File: config.mk
export PLATFORM = sky130hd
export DESIGN_NAME = bdcr_config_regs
export DESIGN_NICKNAME = d
export VERILOG_FILES = /design/src/core/bdcr_pkg.sv /design/src/core/bdcr_config_regs.sv /design/src/core/bdcr_pin_sync.sv /design/src/core/bdcr_spi_frame.sv
export SDC_FILE = /design/constraint.sdc
export NUM_CORES = 1
export LEC_CHECK = 0
export ABC_AREA = 1
export BUFFER_PORTS_ARGS = -buffer_cell sky130_fd_sc_hd__buf_2
export CORE_MARGIN = 4
export CORE_UTILIZATION = 55
export DETAILED_ROUTE_END_ITERATION = 16
export HOLD_SLACK_MARGIN = 0.03
export PLACE_DENSITY = 0.72
export SLEW_MARGIN = 20
export SYNTH_ARGS = -nofsm -noshare
export SYNTH_HDL_FRONTEND = slang
export SYNTH_SLANG_ARGS = --single-unit
File: constraint.sdc
create_clock -name ref_clk -period 2.2 [get_ports ref_clk]
set_input_delay 0.44 -clock ref_clk [delete_from_list [all_inputs] [get_ports ref_clk]]
set_output_delay 0.44 -clock ref_clk [all_outputs]
set_load 0.01 [all_outputs]
File: src/core/bdcr_pkg.sv
// Purpose: Shared constants for the motor driver configuration slice.
// Assumes: 100 MHz ref_clk, 16-bit serial frames.
// Notes: Offsets are the printed byte offsets of the serial map.
package bdcr_pkg;

  localparam int CLK_PERIOD_NS = 10;

  // Serial frame layout
  localparam int FRAME_BITS = 16;
  localparam int HDR_BITS = 8;
  localparam int FRM_CNT_W = 5;
  localparam int ADDR_W = 6;

  // Register offsets
  localparam logic [5:0] OFS_LOCK = 6'h03;
  localparam logic [5:0] OFS_DRV_PROT = 6'h06;
  localparam logic [5:0] OFS_RECT = 6'h07;
  localparam logic [5:0] OFS_REG = 6'h08;
  localparam logic [5:0] OFS_MOTION = 6'h09;
  localparam logic [5:0] OFS_SPEED = 6'h0a;
  localparam int NUM_CFG = 5;
  localparam int SLOT_DRV_PROT = 0;
  localparam int SLOT_RECT = 1;
  localparam int SLOT_REG = 2;
  localparam int SLOT_MOTION = 3;
  localparam int SLOT_SPEED = 4;

  // Reset values
  localparam logic [7:0] RST_DRV_PROT = 8'h10;
  localparam logic [7:0] RST_RECT = 8'h00;
  localparam logic [7:0] RST_REG = 8'h00;
  localparam logic [7:0] RST_MOTION = 8'h01;
  localparam logic [7:0] RST_SPEED = 8'h41;
  localparam logic [2:0] RST_LOCK = 3'h0;

  // Writable bits; the rest read as zero
  localparam logic [7:0] MASK_DRV_PROT = 8'hff;
  localparam logic [7:0] MASK_RECT = 8'hff;
  localparam logic [7:0] MASK_REG = 8'h3f;
  localparam logic [7:0] MASK_MOTION = 8'h1f;
  localparam logic [7:0] MASK_SPEED = 8'hdf;

  // Field positions
  localparam int B_STANDBY = 7;
  localparam int B_CYC_CLR = 6;
  localparam int F_FILT_LSB = 4;
  localparam int B_RETRY = 3;
  localparam int B_THRESH = 2;
  localparam int F_RESP_LSB = 0;
  localparam int B_RECIR = 6;
  localparam int B_ASYNC_RECT = 3;
  localparam int B_SYNC_RECT = 2;
  localparam int F_GAIN_LSB = 0;
  localparam int B_SEQ_OFF = 4;
  localparam int B_CLIM = 3;
  localparam int F_VSEL_LSB = 1;
  localparam int B_REG_OFF = 0;
  localparam int B_HYS = 4;
  localparam int B_BRK_MODE = 3;
  localparam int B_COAST = 2;
  localparam int B_BRAKE = 1;
  localparam int B_DIR = 0;
  localparam int F_FG_LSB = 6;

  localparam logic [2:0] LOCK_CODE = 3'h6;
  localparam logic [2:0] UNLOCK_CODE = 3'h3;

  // Overcurrent response codes
  localparam logic [1:0] RESP_LATCH = 2'h0;
  localparam logic [1:0] RESP_RETRY = 2'h1;
  localparam logic [1:0] RESP_REPORT = 2'h2;

  // Filter times, rounded up to whole cycles
  localparam int FILT0_NS = 200;
  localparam int FILT1_NS = 600;
  localparam int FILT2_NS = 1250;
  localparam int FILT3_NS = 1600;
  localparam logic [7:0] FILT0_CYC = 8'((FILT0_NS + CLK_PERIOD_NS - 1) / CLK_PERIOD_NS);
  localparam logic [7:0] FILT1_CYC = 8'((FILT1_NS + CLK_PERIOD_NS - 1) / CLK_PERIOD_NS);
  localparam logic [7:0] FILT2_CYC = 8'((FILT2_NS + CLK_PERIOD_NS - 1) / CLK_PERIOD_NS);
  localparam logic [7:0] FILT3_CYC = 8'((FILT3_NS + CLK_PERIOD_NS - 1) / CLK_PERIOD_NS);

  // Retry waits
  localparam int RETRY_W = 26;
  localparam int RETRY_SHORT_US = 5000;
  localparam int RETRY_LONG_US = 500000;
  localparam logic [25:0] RETRY_SHORT_CYC_DEF = 26'(RETRY_SHORT_US * 1000 / CLK_PERIOD_NS);
  localparam logic [25:0] RETRY_LONG_CYC_DEF = 26'(RETRY_LONG_US * 1000 / CLK_PERIOD_NS);

  typedef enum logic [1:0] {
    OC_IDLE = 2'b00,
    OC_LATCHED = 2'b01,
    OC_RETRY = 2'b10
  } bdcr_oc_state_type;

  function automatic logic [7:0] reg_reset(input int slot);
    case (slot)
      SLOT_DRV_PROT: reg_reset = RST_DRV_PROT;
      SLOT_RECT: reg_reset = RST_RECT;
      SLOT_REG: reg_reset = RST_REG;
      SLOT_MOTION: reg_reset = RST_MOTION;
      default: reg_reset = RST_SPEED;
    endcase
  endfunction

  function automatic logic [7:0] reg_mask(input logic [2:0] slot);
    case (slot)
      3'h0: reg_mask = MASK_DRV_PROT;
      3'h1: reg_mask = MASK_RECT;
      3'h2: reg_mask = MASK_REG;
      3'h3: reg_mask = MASK_MOTION;
      3'h4: reg_mask = MASK_SPEED;
      default: reg_mask = 8'h00;
    endcase
  endfunction

endpackage

File: src/core/bdcr_config_regs.sv
// Purpose: Serial-programmed configuration slice of a three-phase driver.
// Assumes: One 100 MHz clock; serial, pwm and overcurrent pins pass three-stage synchronisers.
// Notes: Overcurrent supervisor acts on the programmed response.
`timescale 1ns/100ps
module bdcr_config_regs
  import bdcr_pkg::*;
#(
  parameter logic [25:0] RETRY_SHORT_CYC = RETRY_SHORT_CYC_DEF,
  parameter logic [25:0] RETRY_LONG_CYC = RETRY_LONG_CYC_DEF
) (
  input wire logic ref_clk,
  input wire logic rst_n,
  input wire logic spi_sclk,
  input wire logic spi_cs_n,
  input wire logic spi_sdi,
  output logic spi_sdo,
  output logic spi_sdo_oe_n,
  input wire logic pwm_in,
  input wire logic oc_sense,
  input wire logic clear_fault,
  output logic standby_request,
  output logic overcurrent_threshold,
  output logic overcurrent_fault,
  output logic drive_disable,
  output logic limit_recirculation_path,
  output logic async_rectify_enable,
  output logic sync_rectify_enable,
  output logic [1:0] sense_amp_gain,
  output logic regulator_sequencing_off,
  output logic regulator_current_limit,
  output logic [1:0] regulator_voltage,
  output logic regulator_off,
  output logic position_comparator_hysteresis,
  output logic coast_active,
  output logic brake_active,
  output logic direction,
  output logic [1:0] speed_output_mode,
  output logic regs_locked
);

  logic sclk_lvl;
  logic cs_n_lvl;
  logic sdi_lvl;
  logic pwm_lvl;
  logic oc_lvl;
  logic hdr_valid;
  logic [5:0] frm_addr;
  logic frm_read;
  logic [7:0] frm_data;
  logic frm_done;
  logic [7:0] rd_data;
  logic [7:0] cfg_r [0:NUM_CFG-1];
  logic [2:0] lock_field_r;
  logic wr_ok;
  logic pwm_q_r;
  logic pwm_edge;
  logic cycle_clear;
  logic [7:0] filt_cnt_r;
  logic [7:0] filt_lim;
  logic oc_seen;
  logic [1:0] resp;
  logic [25:0] retry_cnt_r;
  logic [25:0] retry_load;
  logic report_r;
  bdcr_oc_state_type oc_state_r;
  bdcr_oc_state_type oc_state_nxt;

  function automatic logic in_bank(input logic [5:0] addr);
    in_bank = (addr >= OFS_DRV_PROT) && (addr <= OFS_SPEED);
  endfunction

  function automatic logic [2:0] reg_slot(input logic [5:0] addr);
    logic [5:0] d;
    d = addr - OFS_DRV_PROT;
    reg_slot = d[2:0];
  endfunction

  bdcr_pin_sync #(
    .W(5),
    .RST_VAL(5'h08)
  ) u_sync (
    .ref_clk(ref_clk),
    .rst_n(rst_n),
    .pin_in({spi_sclk, spi_cs_n, spi_sdi, pwm_in, oc_sense}),
    .level_out({sclk_lvl, cs_n_lvl, sdi_lvl, pwm_lvl, oc_lvl})
  );

  bdcr_spi_frame u_frame (
    .ref_clk(ref_clk),
    .rst_n(rst_n),
    .sclk(sclk_lvl),
    .cs_n(cs_n_lvl),
    .sdi(sdi_lvl),
    .rd_data(rd_data),
    .hdr_valid(hdr_valid),
    .frm_addr(frm_addr),
    .frm_read(frm_read),
    .frm_data(frm_data),
    .frm_done(frm_done),
    .sdo(spi_sdo),
    .sdo_oe_n(spi_sdo_oe_n)
  );

  // Read path; unmapped offsets answer zero
  always_comb begin
    rd_data = 8'h00;
    if (in_bank(frm_addr)) begin
      rd_data = cfg_r[reg_slot(frm_addr)];
    end else if (frm_addr == OFS_LOCK) begin
      rd_data = {5'h00, lock_field_r};
    end
  end

  assign wr_ok = frm_done && !frm_read;

  // Whole byte lands only when the frame closes
  always_ff @(posedge ref_clk or negedge rst_n) begin
    if (!rst_n) begin
      for (int i = 0; i < NUM_CFG; i++) begin
        cfg_r[i] <= reg_reset(i);
      end
    end else if (wr_ok && in_bank(frm_addr) && !regs_locked) begin
      cfg_r[reg_slot(frm_addr)] <= frm_data & reg_mask(reg_slot(frm_addr));
    end
  end

  // Lock field stays writable while locked
  always_ff @(posedge ref_clk or negedge rst_n) begin
    if (!rst_n) begin
      lock_field_r <= RST_LOCK;
      regs_locked <= 1'b0;
    end else if (wr_ok && frm_addr == OFS_LOCK) begin
      lock_field_r <= frm_data[2:0];
      if (frm_data[2:0] == LOCK_CODE) begin
        regs_locked <= 1'b1;
      end else if (frm_data[2:0] == UNLOCK_CODE) begin
        regs_locked <= 1'b0;
      end
    end
  end

  // Plain configuration outputs
  assign standby_request = cfg_r[SLOT_DRV_PROT][B_STANDBY];
  assign overcurrent_threshold = cfg_r[SLOT_DRV_PROT][B_THRESH];
  assign limit_recirculation_path = cfg_r[SLOT_RECT][B_RECIR];
  assign async_rectify_enable = cfg_r[SLOT_RECT][B_ASYNC_RECT];
  assign sync_rectify_enable = cfg_r[SLOT_RECT][B_SYNC_RECT];
  assign sense_amp_gain = cfg_r[SLOT_RECT][F_GAIN_LSB+:2];
  assign regulator_sequencing_off = cfg_r[SLOT_REG][B_SEQ_OFF];
  assign regulator_current_limit = cfg_r[SLOT_REG][B_CLIM];
  assign regulator_voltage = cfg_r[SLOT_REG][F_VSEL_LSB+:2];
  assign regulator_off = cfg_r[SLOT_REG][B_REG_OFF];
  assign position_comparator_hysteresis = cfg_r[SLOT_MOTION][B_HYS];
  assign direction = cfg_r[SLOT_MOTION][B_DIR];
  assign speed_output_mode = cfg_r[SLOT_SPEED][F_FG_LSB+:2];

  // Coast wins over brake so phases never see both at once
  always_ff @(posedge ref_clk or negedge rst_n) begin
    if (!rst_n) begin
      coast_active <= 1'b0;
      brake_active <= 1'b0;
    end else begin
      coast_active <= cfg_r[SLOT_MOTION][B_COAST] |
                      (cfg_r[SLOT_MOTION][B_BRAKE] &
                       cfg_r[SLOT_MOTION][B_BRK_MODE]);
      brake_active <= cfg_r[SLOT_MOTION][B_BRAKE] &
                      ~cfg_r[SLOT_MOTION][B_BRK_MODE] &
                      ~cfg_r[SLOT_MOTION][B_COAST];
    end
  end

  // PWM input cycle boundary
  always_ff @(posedge ref_clk or negedge rst_n) begin
    if (!rst_n) begin
      pwm_q_r <= 1'b0;
    end else begin
      pwm_q_r <= pwm_lvl;
    end
  end

  assign pwm_edge = pwm_lvl & ~pwm_q_r;
  assign cycle_clear = pwm_edge & cfg_r[SLOT_DRV_PROT][B_CYC_CLR];
  assign resp = cfg_r[SLOT_DRV_PROT][F_RESP_LSB+:2];

  always_comb begin
    case (cfg_r[SLOT_DRV_PROT][F_FILT_LSB+:2])
      2'h0: filt_lim = FILT0_CYC;
      2'h1: filt_lim = FILT1_CYC;
      2'h2: filt_lim = FILT2_CYC;
      default: filt_lim = FILT3_CYC;
    endcase
  end

  // Filter restarts on any low sample
  always_ff @(posedge ref_clk or negedge rst_n) begin
    if (!rst_n) begin
      filt_cnt_r <= 8'h00;
    end else if (!oc_lvl) begin
      filt_cnt_r <= 8'h00;
    end else if (filt_cnt_r < filt_lim) begin
      filt_cnt_r <= filt_cnt_r + 8'h01;
    end
  end

  assign oc_seen = oc_lvl && (filt_cnt_r >= filt_lim);
  assign retry_load = cfg_r[SLOT_DRV_PROT][B_RETRY] ?
                      RETRY_LONG_CYC : RETRY_SHORT_CYC;

  // A persisting overcurrent blocks a latched clear and re-enters retry at once after a retry clear
  always_comb begin
    oc_state_nxt = oc_state_r;
    case (oc_state_r)
      OC_IDLE: begin
        if (oc_seen && resp == RESP_LATCH) begin
          oc_state_nxt = OC_LATCHED;
        end else if (oc_seen && resp == RESP_RETRY) begin
          oc_state_nxt = OC_RETRY;
        end
      end
      OC_LATCHED: begin
        if ((clear_fault || cycle_clear) && !oc_seen) begin
          oc_state_nxt = OC_IDLE;
        end
      end
      OC_RETRY: begin
        if (cycle_clear || retry_cnt_r == 26'h0000000) begin
          oc_state_nxt = OC_IDLE;
        end
      end
      default: oc_state_nxt = OC_IDLE;
    endcase
  end

  always_ff @(posedge ref_clk or negedge rst_n) begin
    if (!rst_n) begin
      oc_state_r <= OC_IDLE;
    end else begin
      oc_state_r <= oc_state_nxt;
    end
  end

  // Wait is counted from entry into retry
  always_ff @(posedge ref_clk or negedge rst_n) begin
    if (!rst_n) begin
      retry_cnt_r <= 26'h0000000;
    end else if (oc_state_r != OC_RETRY) begin
      retry_cnt_r <= retry_load - 26'h0000001;
    end else if (retry_cnt_r != 26'h0000000) begin
      retry_cnt_r <= retry_cnt_r - 26'h0000001;
    end
  end

  // Report-only flag; a new event beats a same-cycle clear
  always_ff @(posedge ref_clk or negedge rst_n) begin
    if (!rst_n) begin
      report_r <= 1'b0;
    end else if (oc_seen && resp == RESP_REPORT) begin
      report_r <= 1'b1;
    end else if (clear_fault || cycle_clear) begin
      report_r <= 1'b0;
    end
  end

  // Code 3 reaches neither output
  always_ff @(posedge ref_clk or negedge rst_n) begin
    if (!rst_n) begin
      drive_disable <= 1'b0;
      overcurrent_fault <= 1'b0;
    end else begin
      drive_disable <= (oc_state_nxt != OC_IDLE);
      overcurrent_fault <= (oc_state_nxt != OC_IDLE) || report_r;
    end
  end

endmodule

File: src/core/bdcr_pin_sync.sv
// Purpose: Three-stage pin synchroniser with agreement filter.
// Assumes: Inputs asynchronous to ref_clk.
// Notes: Output moves only when stages two and three agree.
`timescale 1ns/100ps
module bdcr_pin_sync #(
  parameter int W = 1,
  parameter logic [W-1:0] RST_VAL = '0
) (
  input wire logic ref_clk,
  input wire logic rst_n,
  input wire logic [W-1:0] pin_in,
  output logic [W-1:0] level_out
);

  logic [W-1:0] s1_r;
  logic [W-1:0] s2_r;
  logic [W-1:0] s3_r;
  logic [W-1:0] level_nxt;

  // Stage one feeds stage two only
  always_comb begin
    level_nxt = (s2_r & ~(s2_r ^ s3_r)) | (level_out & (s2_r ^ s3_r));
  end

  always_ff @(posedge ref_clk or negedge rst_n) begin
    if (!rst_n) begin
      s1_r <= RST_VAL;
      s2_r <= RST_VAL;
      s3_r <= RST_VAL;
      level_out <= RST_VAL;
    end else begin
      s1_r <= pin_in;
      s2_r <= s1_r;
      s3_r <= s2_r;
      level_out <= level_nxt;
    end
  end

endmodule

File: src/core/bdcr_spi_frame.sv
// Purpose: 16-bit serial frame engine for register access.
// Assumes: Mode 0 framing, inputs already synchronised.
// Notes: Only frames of exactly 16 clocks are reported.
`timescale 1ns/100ps
module bdcr_spi_frame
  import bdcr_pkg::*;
(
  input wire logic ref_clk,
  input wire logic rst_n,
  input wire logic sclk,
  input wire logic cs_n,
  input wire logic sdi,
  input wire logic [7:0] rd_data,
  output logic hdr_valid,
  output logic [5:0] frm_addr,
  output logic frm_read,
  output logic [7:0] frm_data,
  output logic frm_done,
  output logic sdo,
  output logic sdo_oe_n
);

  logic sclk_q_r;
  logic cs_q_r;
  logic [FRM_CNT_W-1:0] bit_cnt_r;
  logic [FRAME_BITS-1:0] rx_r;
  logic [7:0] tx_r;
  logic rise;
  logic fall;

  assign rise = sclk & ~sclk_q_r & ~cs_n;
  assign fall = ~sclk & sclk_q_r & ~cs_n;
  assign frm_data = rx_r[7:0];

  always_ff @(posedge ref_clk or negedge rst_n) begin
    if (!rst_n) begin
      sclk_q_r <= 1'b0;
      cs_q_r <= 1'b1;
      bit_cnt_r <= '0;
      rx_r <= '0;
      frm_addr <= '0;
      frm_read <= 1'b0;
      hdr_valid <= 1'b0;
      frm_done <= 1'b0;
    end else begin
      sclk_q_r <= sclk;
      cs_q_r <= cs_n;
      hdr_valid <= rise && (bit_cnt_r == FRM_CNT_W'(HDR_BITS - 1));
      frm_done <= cs_n && !cs_q_r &&
                  (bit_cnt_r == FRM_CNT_W'(FRAME_BITS));
      if (!cs_n && cs_q_r) begin
        bit_cnt_r <= '0;
      end else if (rise) begin
        rx_r <= {rx_r[FRAME_BITS-2:0], sdi};
        if (bit_cnt_r != '1) begin
          bit_cnt_r <= bit_cnt_r + 1'b1;
        end
        if (bit_cnt_r == FRM_CNT_W'(HDR_BITS - 1)) begin
          frm_read <= rx_r[6];
          frm_addr <= rx_r[5:0];
        end
      end
    end
  end

  // First byte out is zero; register data follows
  always_ff @(posedge ref_clk or negedge rst_n) begin
    if (!rst_n) begin
      tx_r <= '0;
      sdo <= 1'b0;
      sdo_oe_n <= 1'b1;
    end else begin
      sdo_oe_n <= cs_n;
      if (hdr_valid) begin
        tx_r <= rd_data;
      end else if (fall && bit_cnt_r >= FRM_CNT_W'(HDR_BITS)) begin
        sdo <= tx_r[7];
        tx_r <= {tx_r[6:0], 1'b0};
      end else if (fall || (!cs_n && cs_q_r)) begin
        sdo <= 1'b0;
      end
    end
  end

endmodule

==> flow_summary_export.csv <==
group,metric,value,unit
floorplanning,initial_core_util,0.562,
cells_and_area,layout-drive-gt1-share,0.165,
global_route,overflow,0,
pwr,finalPower,6.02,mW
pwr,p_per_area,733,nW/um^2
pwr,peakVddDrop,0.687,mV
sta,post-route-min-period,2.08,ns
clock_network,clockBufferDepth,2,
synth,ys.flop_type,"dfrtp_1",
floorplanning,die_h,122,um
sta,setup_viol,0,
flow_run,cap_violations,0,
worst_setup_path,worst_ep_required_time,2.51,ns
place,dp_slack,0.0262,ns
place,hpwlAfterDp,11200,um
synth,ys_warn_count,0,
sta,skew,0.00800,ns
floorplanning,floorplan.die.width,122,um
detailed_routing,wire_per_inst,14.0,um
worst_setup_path,start_kind,"flip-flop",
sta,drv_slew,0,
cells_and_area,antennaDiodeCount,0,
floorplanning,core-area,12700,sq um
synth,syn-num-nets,911,
synth,synth_seq_cells,139,
detailed_routing,drt_iter0_markers,514,
worst_setup_path,critical_path_class,"flip-flop to flip-flop",
global_route,grt_pass1_vias,5601,
pwr,p_leak,4.04,nW
worst_setup_path,critPathMaxFanout,4,
place,finalWeightedCongestion,0.901,
clock_network,ctsRootBufferMaster,"clkbuf_16",
sta,fin_ws,0.121,ns
synth,yosysUniqueCellTypes,45,
synth,netlist_area,7130,sq um
clock_network,clock_sinks,139,
global_route,grt_pass1_wl,26900,um
sta,max_freq,481,MHz
place,postPlaceCellArea,7560,sq um
floorplanning,die-area,14800,sq um
worst_setup_path,slowest_delay,0.58,ns
clock_network,clkLatencyLatePin,0.42,ns
detailed_routing,wl,15700,um
cells_and_area,final_nets,964,
sta,hold_violations,0,
synth,netlist_instances,885,
detailed_routing,dr.pass1.iters,5,
synth,synth_top_cell_area_share,0.456,
synth,synth_area_leaders,"dfrtp_1 46%, nand2_1 13%, o21ai_0 5.5%",
detailed_routing,vias,5829,
worst_setup_path,cp_cell_sequence,"ha_2 -> inv_1 -> ha_1 -> a21o_1 -> a21oi_2 -> nand3_2 -> nand3_1 -> nand2_1 -> nor2_2 -> nand2_1",
global_route,antenna_found_initial,0,
sta,tightest_slew,0.801,ns
worst_setup_path,end_kind,"flip-flop",
synth,async_flop_share,1.00,
hold_path,hold_class,"input pin to flip-flop",
cells_and_area,final_cell_area,8210,sq um
sta,hold_slack,0.114,ns
global_route,grt_max_degree,63,
clock_network,numCtsBuffers,17,
sta,timing.final.crit_share,0.945,
detailed_routing,drtAntennaViolNets,0,
worst_setup_path,worst_path_max_delay_cell,"dfstp_2",
synth,synth-edff-count,0,
sta,slew_headroom,0.464,
synth,synth_top_area_cell,"dfrtp_1",
clock_network,htreeDepth,4,
sta,fin_tns_setup,0,ns
worst_setup_path,arrival,2.39,ns
detailed_routing,viasPerCell,5.19,
global_route,track_usage,0.230,
clock_network,path_clk_slew,0.06,ns
cells_and_area,syn2layout_area_growth,15.2,%
status,status,"finished, final reports clean",
floorplanning,num_rows,41,
floorplanning,boundaryPins,31,
worst_setup_path,crit_top_cell,"nand2_1",
synth,yosysSeqAreaShare,0.490,
synth,syn_avg_cell_area,8.05,sq um
detailed_routing,drc,0,
sta,rsz0062_at_grt,"true",
place,port_buffers,30,
clock_network,tritoncts,"done",
-- cell usage after synthesis (2+ instances only) --
cell type  instances
nor2_1            86
dfrtp_1          130
nand2_1          251
ha_1              18
nor3_1            12
clkbuf_1           3
nand3_1           56
nor2_2             7
maj3_1             5
nand2_2           10
and2_1             2
buf_6              5
inv_1             97
nand3b_1           6
buf_2              6
nand2_4            4
a21oi_1           27
o211ai_1           3
nor2_4             6
dfstp_2            9
buf_4              8
xor2_1             8
o21ai_0           78
nand4_1           11
inv_2              6
o21ai_1            7
o21ai_2            6
-- final timing paths --
| kind | from | to | slack, ns | cells past startpoint |
|---|---|---|---|---|
| min in group asynchronous | rst_n | u_sync.s3_r[0] | 0.46 | 2 |
| worst max register to register | cfg_r[36] | overcurrent_fault | 0.12 | 10 |
| worst min register to register | u_sync.s1_r[0] | u_sync.s2_r[0] | 0.35 | 0 |
| max in group asynchronous | rst_n | cfg_r[0] | 1.08 | 3 |
| worst min-delay path | spi_cs_n | u_sync.s1_r[3] | 0.11 | 1 |
| worst max-delay path | cfg_r[36] | overcurrent_fault | 0.12 | 10 |
-- area by class of cell --
class | count | area, sq um
fillers | 1126 | 4460
flip-flops and latches | 139 | 3490
multi-input cells | 620 | 3140
clock buffers | 17 | 425
repair buffers | 57 | 403
inverters | 103 | 389
well taps | 172 | 215
clock inverters | 15 | 153
-- through the flow --
stage                      util  cells
after floorplan               -    885
after global placement    0.597   1089
after detailed placement  0.597   1089
after CTS                 0.644   1122
after global routing      0.648   1123
final                     0.648   1123
-- power breakdown --
part	switching [mW]	internal, mW
clock	1.18	1.59
combinational	0.329	0.123
sequential	0.115	2.68
total	1.63	4.40
-- kinds of logic after synthesis --
group                    count (synthesis)  share of synthesized area
AO/OA/AOI/OAI                          129                     0.0983
XOR/XNOR                                 9                     0.0111
flip-flops                             139                      0.490
multiplexers                             1                    0.00158
AND/OR/NAND/NOR                        458                      0.284
buffers and inverters                  126                     0.0769
adder cells (fa/ha/maj)                 23                     0.0386
-- per-layer routing --
layer,vias up,GRT usage,share of wire
li1,2945,-,-
met4,0,0.0742,0.018
met1,2733,0.318,0.47
met3,25,0.0594,0.048
met2,126,0.356,0.46
met5,-,0,0
-- worst max-delay path: cells and delay by family, from the launching register on --
family | cells | cell delay [ns]
DFF | 1 | 0.58
adders and majority gates | 2 | 0.51
and+or+nand+nor | 5 | 0.45
AOI/OAI and AO/OA | 2 | 0.37
buffers and inverters | 1 | 0.07
-- repair_timing --
item	in CTS	in global routing
endpoints found under the hold margin	27	0
buffers inserted	0	1
setup endpoints to repair	1	11
resized for setup	1	19
pin swaps	0	3
hold buffers	1	0
-- placed cells by master, fill, tap and decap left out, types with 9 or more instances in the layout --
master,count
nand4_1,11
nor3_1,12
dfstp_2,9
o21ai_0,73
nor2_1,84
buf_4,22
o21ai_1,12
a21oi_1,26
inv_1,94
nand3_1,55
dfrtp_1,130
clkbuf_16,17
nand2_2,13
nor2_2,9
nand2_1,248
buf_2,29
ha_1,15
-- flip-flops by register name, indices dropped and copies added (netlist names), 2 cells and up, named ones only --
register / flops
sense_amp_gain: 2
regulator_voltage: 2
retry_cnt_r: 26
u_frame.tx_r: 8
speed_output_mode: 2
u_frame.bit_cnt_r: 5
u_sync.s1_r: 5
u_frame.frm_addr: 6
filt_cnt_r: 8
u_sync.s3_r: 5
cfg_r: 24
oc_state_r: 2
lock_field_r: 3
u_frame.rx_r: 8
u_sync.s2_r: 5
Note: power is estimated with default switching activity, not from simulation.
